[src/pwr_seq_pkg.sv]
// Constants for the power key sequencer: hold times, cycle counts, states.
// Assumes a single 40 MHz clock domain.
package pwr_seq_pkg;
   localparam int unsigned CLK_HZ = 40000000;
   localparam int unsigned ON_HOLD_MS = 500;
   localparam int unsigned OFF_HOLD_MS = 2000;
   localparam int unsigned RESET_HOLD_MS = 370;
   localparam int unsigned SUPPLY_SETTLE_MS = 30;
   // Least times convert to cycles as ms times whole cycles per ms
   localparam int unsigned ON_HOLD_CYC = (ON_HOLD_MS * (CLK_HZ / 1000));
   localparam int unsigned OFF_HOLD_CYC = (OFF_HOLD_MS * (CLK_HZ / 1000));
   localparam int unsigned RESET_HOLD_CYC = (RESET_HOLD_MS * (CLK_HZ / 1000));
   localparam int unsigned SUPPLY_SETTLE_CYC = (SUPPLY_SETTLE_MS * (CLK_HZ / 1000));
   localparam int unsigned CNT_W = 27;
   localparam int unsigned RESET_PULSE_CYC = 16;
   typedef enum logic [2:0] {
      ST_OFF,
      ST_RUN,
      ST_ARMED,
      ST_SHUTDOWN,
      ST_RESET
   } pwr_state_t;
endpackage

[src/module_power_key_sequencer.sv]
// Power on, power off and reset sequencer driven by level-held control pins.
// Assumes control inputs are synchronous to clk; the key pin pull-up is modelled here.
// Notes on behaviour
// - Key low 500 ms starts powered-off module
// - Power-on line high 500 ms starts module
// - Key low 2 s arms; release shuts down
// - Reset line low 370 ms resets module
// - Software shutdown equals key shutdown
// - Key active low, reads released when undriven
// - Card detect off at start, command enables
`timescale 1ns/10ps
module module_power_key_sequencer
   import pwr_seq_pkg::*;
#(
   parameter int unsigned ON_CYC = ON_HOLD_CYC,
   parameter int unsigned OFF_CYC = OFF_HOLD_CYC,
   parameter int unsigned RST_CYC = RESET_HOLD_CYC,
   parameter int unsigned SETTLE_CYC = SUPPLY_SETTLE_CYC
) (
   input wire logic clk,
   input wire logic nrst,
   input wire logic power_key_input_n,
   input wire logic power_key_driven,
   input wire logic power_on_level_input,
   input wire logic reset_input_n,
   input wire logic sw_shutdown_cmd,
   input wire logic card_detect_enable_command,
   input wire logic card_detect_disable_command,
   input wire logic card_detect_polarity_high,
   input wire logic card_detect_input,
   output logic module_on_r,
   output logic module_reset_r,
   output logic shutdown_done_r,
   output logic supply_stable_r,
   output logic card_detect_enabled_r,
   output logic card_present_r
);
   pwr_state_t state_r;
   pwr_state_t state_nxt;
   logic [CNT_W-1:0] key_cnt_r;
   logic [CNT_W-1:0] pon_cnt_r;
   logic [CNT_W-1:0] rst_cnt_r;
   logic [CNT_W-1:0] settle_cnt_r;
   logic [CNT_W-1:0] pulse_cnt_r;
   logic key_low;
   logic key_start;
   logic pon_start;
   logic key_arm;
   logic rst_hit;
   logic start_ok;

   // Saturating hold counter: counts while active, clears on release
   function automatic logic [CNT_W-1:0] hold_next(input logic act, input logic [CNT_W-1:0] c,
                                                  input logic [CNT_W-1:0] lim);
      if (!act) begin
         hold_next = '0;
      end else if (c >= lim) begin
         hold_next = c;
      end else begin
         hold_next = c + 1'b1;
      end
   endfunction

   // Undriven key reads released
   assign key_low = power_key_driven & ~power_key_input_n;

   // Hold-time qualifiers; a short assertion never reaches its limit
   assign key_start = (key_cnt_r >= CNT_W'(ON_CYC));
   assign key_arm = (key_cnt_r >= CNT_W'(OFF_CYC));
   assign pon_start = (pon_cnt_r >= CNT_W'(ON_CYC));
   assign rst_hit = (rst_cnt_r >= CNT_W'(RST_CYC));
   // A qualified start seen while off, watched by the start assertion
   assign start_ok = (state_r == ST_OFF) && (key_start || pon_start);

   // Hold counters
   always_ff @(posedge clk or negedge nrst) begin
      if (!nrst) begin
         key_cnt_r <= '0;
         pon_cnt_r <= '0;
         rst_cnt_r <= '0;
      end else begin
         key_cnt_r <= hold_next(key_low, key_cnt_r, CNT_W'(OFF_CYC));
         pon_cnt_r <= hold_next(power_on_level_input, pon_cnt_r, CNT_W'(ON_CYC));
         rst_cnt_r <= hold_next(~reset_input_n & module_on_r, rst_cnt_r, CNT_W'(RST_CYC));
      end
   end

   // Supply settle tracker for the outside party
   always_ff @(posedge clk or negedge nrst) begin
      if (!nrst) begin
         settle_cnt_r <= '0;
         supply_stable_r <= 1'b0;
      end else begin
         settle_cnt_r <= hold_next(1'b1, settle_cnt_r, CNT_W'(SETTLE_CYC));
         supply_stable_r <= (settle_cnt_r >= CNT_W'(SETTLE_CYC));
      end
   end

   // Next-state decode
   always_comb begin
      state_nxt = state_r;
      unique case (state_r)
         ST_OFF: begin
            if (key_start || pon_start) begin
               state_nxt = ST_RUN;
            end
         end
         ST_RUN: begin
            if (rst_hit) begin
               state_nxt = ST_RESET;
            end else if (sw_shutdown_cmd) begin
               state_nxt = ST_SHUTDOWN;
            end else if (key_arm) begin
               state_nxt = ST_ARMED;
            end
         end
         ST_ARMED: begin
            if (!key_low) begin
               state_nxt = ST_SHUTDOWN;
            end
         end
         ST_SHUTDOWN: begin
            state_nxt = ST_OFF;
         end
         ST_RESET: begin
            if (pulse_cnt_r >= CNT_W'(RESET_PULSE_CYC) && reset_input_n) begin
               state_nxt = ST_RUN;
            end
         end
      endcase
   end

   // State register
   always_ff @(posedge clk or negedge nrst) begin
      if (!nrst) begin
         state_r <= ST_OFF;
      end else begin
         state_r <= state_nxt;
      end
   end

   // Reset pulse length counter
   always_ff @(posedge clk or negedge nrst) begin
      if (!nrst) begin
         pulse_cnt_r <= '0;
      end else begin
         pulse_cnt_r <= hold_next(state_nxt == ST_RESET, pulse_cnt_r, CNT_W'(RESET_PULSE_CYC));
      end
   end

   // Outputs; shutdown_done marks when supply may be cut
   always_ff @(posedge clk or negedge nrst) begin
      if (!nrst) begin
         module_on_r <= 1'b0;
         module_reset_r <= 1'b0;
         shutdown_done_r <= 1'b0;
      end else begin
         module_on_r <= (state_nxt != ST_OFF);
         module_reset_r <= (state_nxt == ST_RESET);
         if (state_r == ST_SHUTDOWN) begin
            shutdown_done_r <= 1'b1;
         end else if (state_nxt != ST_OFF) begin
            shutdown_done_r <= 1'b0;
         end
      end
   end

   // Card detect: disabled at each start-up, enabled by command
   always_ff @(posedge clk or negedge nrst) begin
      if (!nrst) begin
         card_detect_enabled_r <= 1'b0;
         card_present_r <= 1'b0;
      end else begin
         if (state_r == ST_OFF || state_nxt == ST_OFF || card_detect_disable_command) begin
            card_detect_enabled_r <= 1'b0;
         end else if (card_detect_enable_command) begin
            card_detect_enabled_r <= 1'b1;
         end
         card_present_r <= card_detect_enabled_r &
                           (card_detect_input == card_detect_polarity_high);
      end
   end

   // Assertions
   a_start_key_hold: assert property (@(posedge clk) disable iff (!nrst)
      $rose(module_on_r) |-> $past(start_ok))
      else $error("start without qualified hold");
   a_short_ignored: assert property (@(posedge clk) disable iff (!nrst)
      (state_r == ST_OFF && !key_start && !pon_start) |=> state_r == ST_OFF)
      else $error("short hold changed state");
   a_pon_start: assert property (@(posedge clk) disable iff (!nrst)
      (state_r == ST_OFF && pon_start) |=> state_r == ST_RUN)
      else $error("power-on hold did not start");
   a_armed_waits: assert property (@(posedge clk) disable iff (!nrst)
      (state_r == ST_ARMED && key_low) |=> state_r == ST_ARMED)
      else $error("shutdown before key release");
   a_release_shuts: assert property (@(posedge clk) disable iff (!nrst)
      (state_r == ST_ARMED && !key_low) |=> state_r == ST_SHUTDOWN ##1 !module_on_r)
      else $error("release did not shut down");
   a_reset_hold: assert property (@(posedge clk) disable iff (!nrst)
      $rose(module_reset_r) |-> $past(rst_hit))
      else $error("reset without 370 ms hold");
   a_sw_shutdown: assert property (@(posedge clk) disable iff (!nrst)
      (state_r == ST_RUN && sw_shutdown_cmd && !rst_hit) |=> ##1 (!module_on_r && shutdown_done_r))
      else $error("software shutdown failed");
   a_key_pullup: assert property (@(posedge clk) disable iff (!nrst)
      !power_key_driven |=> key_cnt_r == '0)
      else $error("undriven key counted");
   a_card_off_start: assert property (@(posedge clk) disable iff (!nrst)
      $rose(module_on_r) |-> !card_detect_enabled_r)
      else $error("card detect enabled at start");
   c_key_on: cover property (@(posedge clk) disable iff (!nrst) state_r == ST_OFF ##1 state_r == ST_RUN);
   c_key_off: cover property (@(posedge clk) disable iff (!nrst) state_r == ST_ARMED ##1 state_r == ST_SHUTDOWN);
   c_reset: cover property (@(posedge clk) disable iff (!nrst) state_r == ST_RESET ##1 state_r == ST_RUN);
   c_card: cover property (@(posedge clk) disable iff (!nrst) card_present_r);
   // Software shutdown reaching the supply-cut point
   c_sw_off: cover property (@(posedge clk) disable iff (!nrst) state_r == ST_RUN && sw_shutdown_cmd ##2 shutdown_done_r);
endmodule

[config.mk]
export PLATFORM = sky130hd
export DESIGN_NAME = module_power_key_sequencer
export DESIGN_NICKNAME = d
export VERILOG_FILES = /design/src/pwr_seq_pkg.sv /design/src/module_power_key_sequencer.sv
export SDC_FILE = /design/constraint.sdc
export NUM_CORES = 1
export LEC_CHECK = 0
export ABC_AREA = 1
export ABC_CLOCK_PERIOD_IN_PS = 1500
export BUFFER_PORTS_ARGS = -buffer_cell sky130_fd_sc_hd__buf_2
export CORE_UTILIZATION = 57
export CTS_CLUSTER_SIZE = 10
export DETAILED_ROUTE_END_ITERATION = 7
export GPL_ROUTABILITY_DRIVEN = 1
export MAX_ROUTING_LAYER = met4
export PLACE_DENSITY_LB_ADDON = 0.08
export SLEW_MARGIN = 15
export SYNTH_ARGS = -nofsm -noshare
export SYNTH_HDL_FRONTEND = slang
export SYNTH_SLANG_ARGS = --single-unit
export TNS_END_PERCENT = 100
[constraint.sdc]
create_clock -name clk -period 1.5 [get_ports clk]
set_input_delay 0.075 -clock clk [delete_from_list [all_inputs] [get_ports clk]]
set_output_delay 0.075 -clock clk [all_outputs]
set_load 0.005 [all_outputs]
==> results.md, run 1 <==
- Post-Synthesis Cell Area: 7910 um2
- Compound-Gate Fraction of Synth Area: 8.43%
- Gpl congestion: 0.916
- Most area-consuming cells after synthesis: dfrtp_1, nand2_1, nor2_1
- Failed at: global routing (5_1_grt)
- Yosys top cell by area: dfrtp_1
- WEP type: register input
- Die span in y: 120 um
- Worst_ep grt: pon_cnt_r[12]$_DFFE_PN0P_/D
- Die Wd: 120 um
- GRT Util Overall: 71.5%
- Syn nets: 1069
- # placed instances: 1435
- Depth of the CTS H-tree: 4
- Top Ports: 17
- Syn_area_per_cell: 7.55 um2
- Synth top area share: 45.6%
- Clk buf depth: 2
- Adder-cell share of the synthesized area: 1.58%
- Row cnt: 42
- Antenna violations before repair: 1
- First error: [ERROR GRT-0232] Routing congestion too high. Check the congestion heatmap in the GUI.
- Largest net degree at the start of global routing: 63
- Yosys synthesis warning count: 0
- Root buffer cell: clkbuf_16
- Count of state elements after synthesis: 144
- Simple-Gate Fraction of Synth Area: 32.0%
- Area share of xor/xnor cells in the synthesized design: 3.21%
- Initial Utilization: 59.0%
- GRT overflow: 4
- TritonCTS buffer count: 17
- Port Buffers: 16
- Seq/Total Area, Yosys: 45.6%
- Gate Count Post-Synth: 1048
- Yosys cell types: 43
- Status: aborted with a tool error
- Post-synthesis mux area share: 0%
- Clk sinks: 144
- Detailed placement HPWL: 14400 um
- Largest family of logic cells by synthesized area: simple AND/OR/NAND/NOR gates
==> stage by stage <==
stage / hold slack [ps] / TNS [ps] / utilization, % / setup slack [ps] / instance area (um2)
after global placement: -89.3 / -13190 / 74.0 / -237 / 9910
after floorplan: -221 / -1580 / - / -145 / 8050
after CTS: 27.7 / -17220 / 84.9 / -245 / 11400
after detailed placement: -86.6 / -16440 / 74.0 / -256 / 9910
==> cells in the mapped netlist, drive strengths merged <==
cell	number
xor2	21
nand4	37
a211oi	3
nor2	174
and3	3
a21oi	46
o21ai	62
nor3b	2
o31ai	7
ha	10
o21a	2
a31oi	3
clkinv	1
nand3	65
nor4	10
or2	2
nand2	208
nor3	53
xnor2	8
buf	8
a22oi	1
inv	166
o22ai	1
clkbuf	10
and2	1
dfrtp	144
==> cells by family after synthesis <==
| logic type | count (synthesis) |
|---|---|
| XOR/XNOR | 29 |
| AO/OA/AOI/OAI | 125 |
| AND/OR/NAND/NOR | 555 |
| flip-flops | 144 |
| buffers and inverters | 185 |
| adder cells (fa/ha/maj) | 10 |
==> routing by layer <==
| layer | track usage (%) | GRT overflow |
|---|---|---|
| met4 | 66.6 | 3 |
| met1 | 71.3 | 0 |
| met2 | 91.2 | 1 |
| met5 | - | - |
| met3 | 48.8 | 0 |
==> timing repair <==
item	4_1_cts
buffers inserted	30
endpoints found under the setup margin	130
gates resized for setup	204
hold buffers	4
endpoints found under the hold margin	146
pin swaps	63
==> run 2: changes to the inputs <==
--- a/config.mk
+++ b/config.mk
@@ -6,14 +6,12 @@
 export NUM_CORES = 1
 export LEC_CHECK = 0
 export ABC_AREA = 1
-export ABC_CLOCK_PERIOD_IN_PS = 1500
+export ABC_CLOCK_PERIOD_IN_PS = 1950
 export BUFFER_PORTS_ARGS = -buffer_cell sky130_fd_sc_hd__buf_2
-export CORE_UTILIZATION = 57
-export CTS_CLUSTER_SIZE = 10
+export CORE_UTILIZATION = 40
 export DETAILED_ROUTE_END_ITERATION = 7
 export GPL_ROUTABILITY_DRIVEN = 1
-export MAX_ROUTING_LAYER = met4
-export PLACE_DENSITY_LB_ADDON = 0.08
+export PLACE_DENSITY_LB_ADDON = 0.15
 export SLEW_MARGIN = 15
 export SYNTH_ARGS = -nofsm -noshare
 export SYNTH_HDL_FRONTEND = slang
==> constraint.sdc (replaced) <==
create_clock -name clk -period 1.95 [get_ports clk]
set_input_delay 0.0975 -clock clk [delete_from_list [all_inputs] [get_ports clk]]
set_output_delay 0.0975 -clock clk [all_outputs]
set_load 0.005 [all_outputs]
==> results.md, run 2 <==
- Req. time, crit path: 2260 ps
- DRT iter0 DRCs: 372
- Crit Path Category: flip-flop to flip-flop
- HP Class: primary input to flip-flop
- GRT overflow: 0
- Synth cell count leaders: nand2_1, nor2_1, inv_1
- Yosys cell types: 43 (unchanged)
- Most frequent cells in the layout: nand2_1, inv_1, nor2_1
- N_diodes: 0
- Crit path buf inv count: 3
- Crit start category: flip-flop
- Clk buf depth: 2 (unchanged)
- Slowest-stage cell, CP: dfrtp_1
- Syn_area_per_cell: 7.55 um2 (unchanged)
- Period utilization: 93.8%
- Via Count: 6792
- Most area-consuming cells after synthesis: dfrtp_1, nand2_1, nor2_1
- Worst-path cell chain: buf_4 > inv_1 > nor2_1 > nand2_1 > nor2_1 > nand2_1 > nor2_4 > nor2_8 > inv_8 > nor2_4 > nand4_1 > nor2_1 > nor2_1
- CTS tree: built
- Crit-path max cell delay: 400 ps
- Clk_lat worst skew: 420 ps
- Final Hold Vio Count: 0
- Post-Synthesis Cell Area: 7910 um2 (unchanged)
- Post-Route WL: 18200 um
- Critical path launch point: pon_cnt_r[13]$_DFFE_PN0P_
- Die Wd: 143 um (+19%)
- Unrepaired setup endpoints after global routing: yes
- Leakage power: 4.27 nW
- Final hold slack: 18.2 ps
- Core Area: 19400 um2
- Fmax achieved: 547 MHz
- First-pass GRT wire length: 31100 um
- Min-delay src: card_detect_input
- Yosys top cell by area: dfrtp_1
- Die area: 20300 um2
- Worst R2R Start: pon_cnt_r[13]$_DFFE_PN0P_
- Post-synth EDFFs: 0 (unchanged)
- Most used cell, CP: nor2_1
- Depth of the CTS H-tree: 4 (unchanged)
- Power per cell area: 748 nW/um2
- Detailed placement HPWL: 13200 um (-7.9%)
- CTS clk-pin slew, worst paths: 60 ps
- Cell Count, Final, Fillers Out: 1401
- Antenna violations before repair: 0
- MaxCap Viol Count: 0
- Pre-antenna DRT Iters: 5
- Final worst slack: 121 ps
- Seq/Total Area, Yosys: 45.6% (unchanged)
- Layout cells sized above 1: 16.0%
- Worst slew margin: 67.2%
- Port Buffers: 16 (unchanged)
- Worst slew pin tran: 492 ps
- Arrival time worst endpoint: 2140 ps
- GRT Util Overall: 19.4%
- Fin Setup TNS: 0 ps
- Most common cell after layout, fill and taps aside: nand2_1
- Top-count cell post-synth: nand2_1
- Worst VDD drop: 632 uV
- Min cycle time layout: 1830 ps
- Initial Utilization: 40.8% (-18 points)
- Asr flop ratio synth: 100% (unchanged)
- Clk sinks: 144 (unchanged)
- Largest net degree at the start of global routing: 49
- Final Net Count: 1144
- Detailed-route DRC error count: 0
- Post-Place Worst Slack: 17.0 ps (+273 ps)
- Antenna-violating nets left: 0
- Status: completed
- TritonCTS buffer count: 17 (unchanged)
- Final setup vio count: 0
- # placed instances: 1349 (-6.0%)
- Crit-path max FO: 8
- Synth-to-Final Area Change: 19.6%
- Root buffer cell: clkbuf_16
- Die span in y: 143 um (+19%)
- Syn nets: 1069 (unchanged)
- Gpl congestion: 0.912 (-0.44%)
- Crit end category: flip-flop
- Count of state elements after synthesis: 144 (unchanged)
- Top Family by Delay on Critical Path: simple AND/OR/NAND/NOR gates
- Row cnt: 51 (+21%)
- Clock Skews: 10.5 ps
- Top Ports: 17 (unchanged)
- Synth top area share: 45.6% (unchanged)
- Yosys synthesis warning count: 0 (unchanged)
- Drt via density: 4.85
- Vias in the first global route: 6514
- Top_reg_cell synth: dfrtp_1
- Final Max Slew Viols: 0
- Routed wire per std cell: 13.0 um
- Pwr Total: 7.08 mW
- Gate Count Post-Synth: 1048 (unchanged)
run 2: cell counts after synthesis:
Identical to the previous run, type by type.
run 2: stage by stage:
stage | utilization (%) | cell area (um2)
after floorplan | - | 7910
after global routing | 48.8 | 9460
final | 48.8 | 9460
after detailed placement | 44.0 | 8540
after global placement | 44.0 | 8540
after CTS | 47.3 | 9170
run 2: cells by family (layout without fill, tap and decap cells):
kind of cell | after synthesis | in the layout | synth area share, %
simple gates | 555 | 556 | 32.0
buf+inv | 185 | 272 | 9.21
flops | 144 | 144 | 45.6
compound gates | 125 | 125 | 8.43
xor+xnor | 29 | 29 | 3.21
fa+ha+maj | 10 | 10 | 1.58
run 2: layout make-up:
class	instances	area, um2
fillers	1960	9940
multi-input cells	720	3740
flip-flops and latches	144	3610
inverters	167	634
repair buffers	73	547
clock buffers	21	470
well taps	265	332
clock inverters	11	126
run 2: worst reg2reg max path, stage by stage, from the launching register on:
cell and delay (ps):
dfrtp_1 400, buf_4 150, inv_1 40, nor2_1 30, nand2_1 70, nor2_1 40, nand2_1 100, nor2_4 50
nor2_8 190, inv_8 70, nor2_4 220, nand4_1 160, nor2_1 130, nor2_1 40
run 2: power breakdown:
group	switching, mW	internal [mW]	total (mW)
sequential	0.0854	3.07	3.16
clock	1.29	2.00	3.28
combinational	0.423	0.216	0.640
run 2: routing by layer:
metal  routed length [um]  GRT usage, %  part of all wire (%)  vias to the layer above
met5                    0             0                     0                        -
met4                  180          5.89                  0.99                        0
met3                  531          3.55                   2.9                       14
met2                 8460          31.5                    46                      100
met1                 9030          26.3                    50                     3159
li1                     -             -                     -                     3519
run 2: repair_timing:
action / in CTS / in global routing
setup buffers: 0 / 16
gates resized for setup: 0 / 62
endpoints found under the setup margin: 0 / 60
hold buffers: 3 / 0
hold endpoints to repair: 46 / 0
run 2: path summary, 6_finish.rpt:
| kind | slack, ps | cells after the start | endpoint |
|---|---|---|---|
| min | 20 | 3 | card_present_r$_DFF_PN0_ |
| min reg2reg | 370 | 0 | settle_cnt_r[22]$_DFFE_PN0N_ |
| max reg2reg | 120 | 13 | pon_cnt_r[17]$_DFFE_PN0P_ |
| max in group asynchronous | 1070 | 3 | pon_cnt_r[19]$_DFFE_PN0P_ |
| min in group asynchronous | 190 | 2 | pulse_cnt_r[18]$_DFFE_PN0P_ |
| max | 120 | 13 | pon_cnt_r[17]$_DFFE_PN0P_ |
Power figures use the tool's default switching activity.
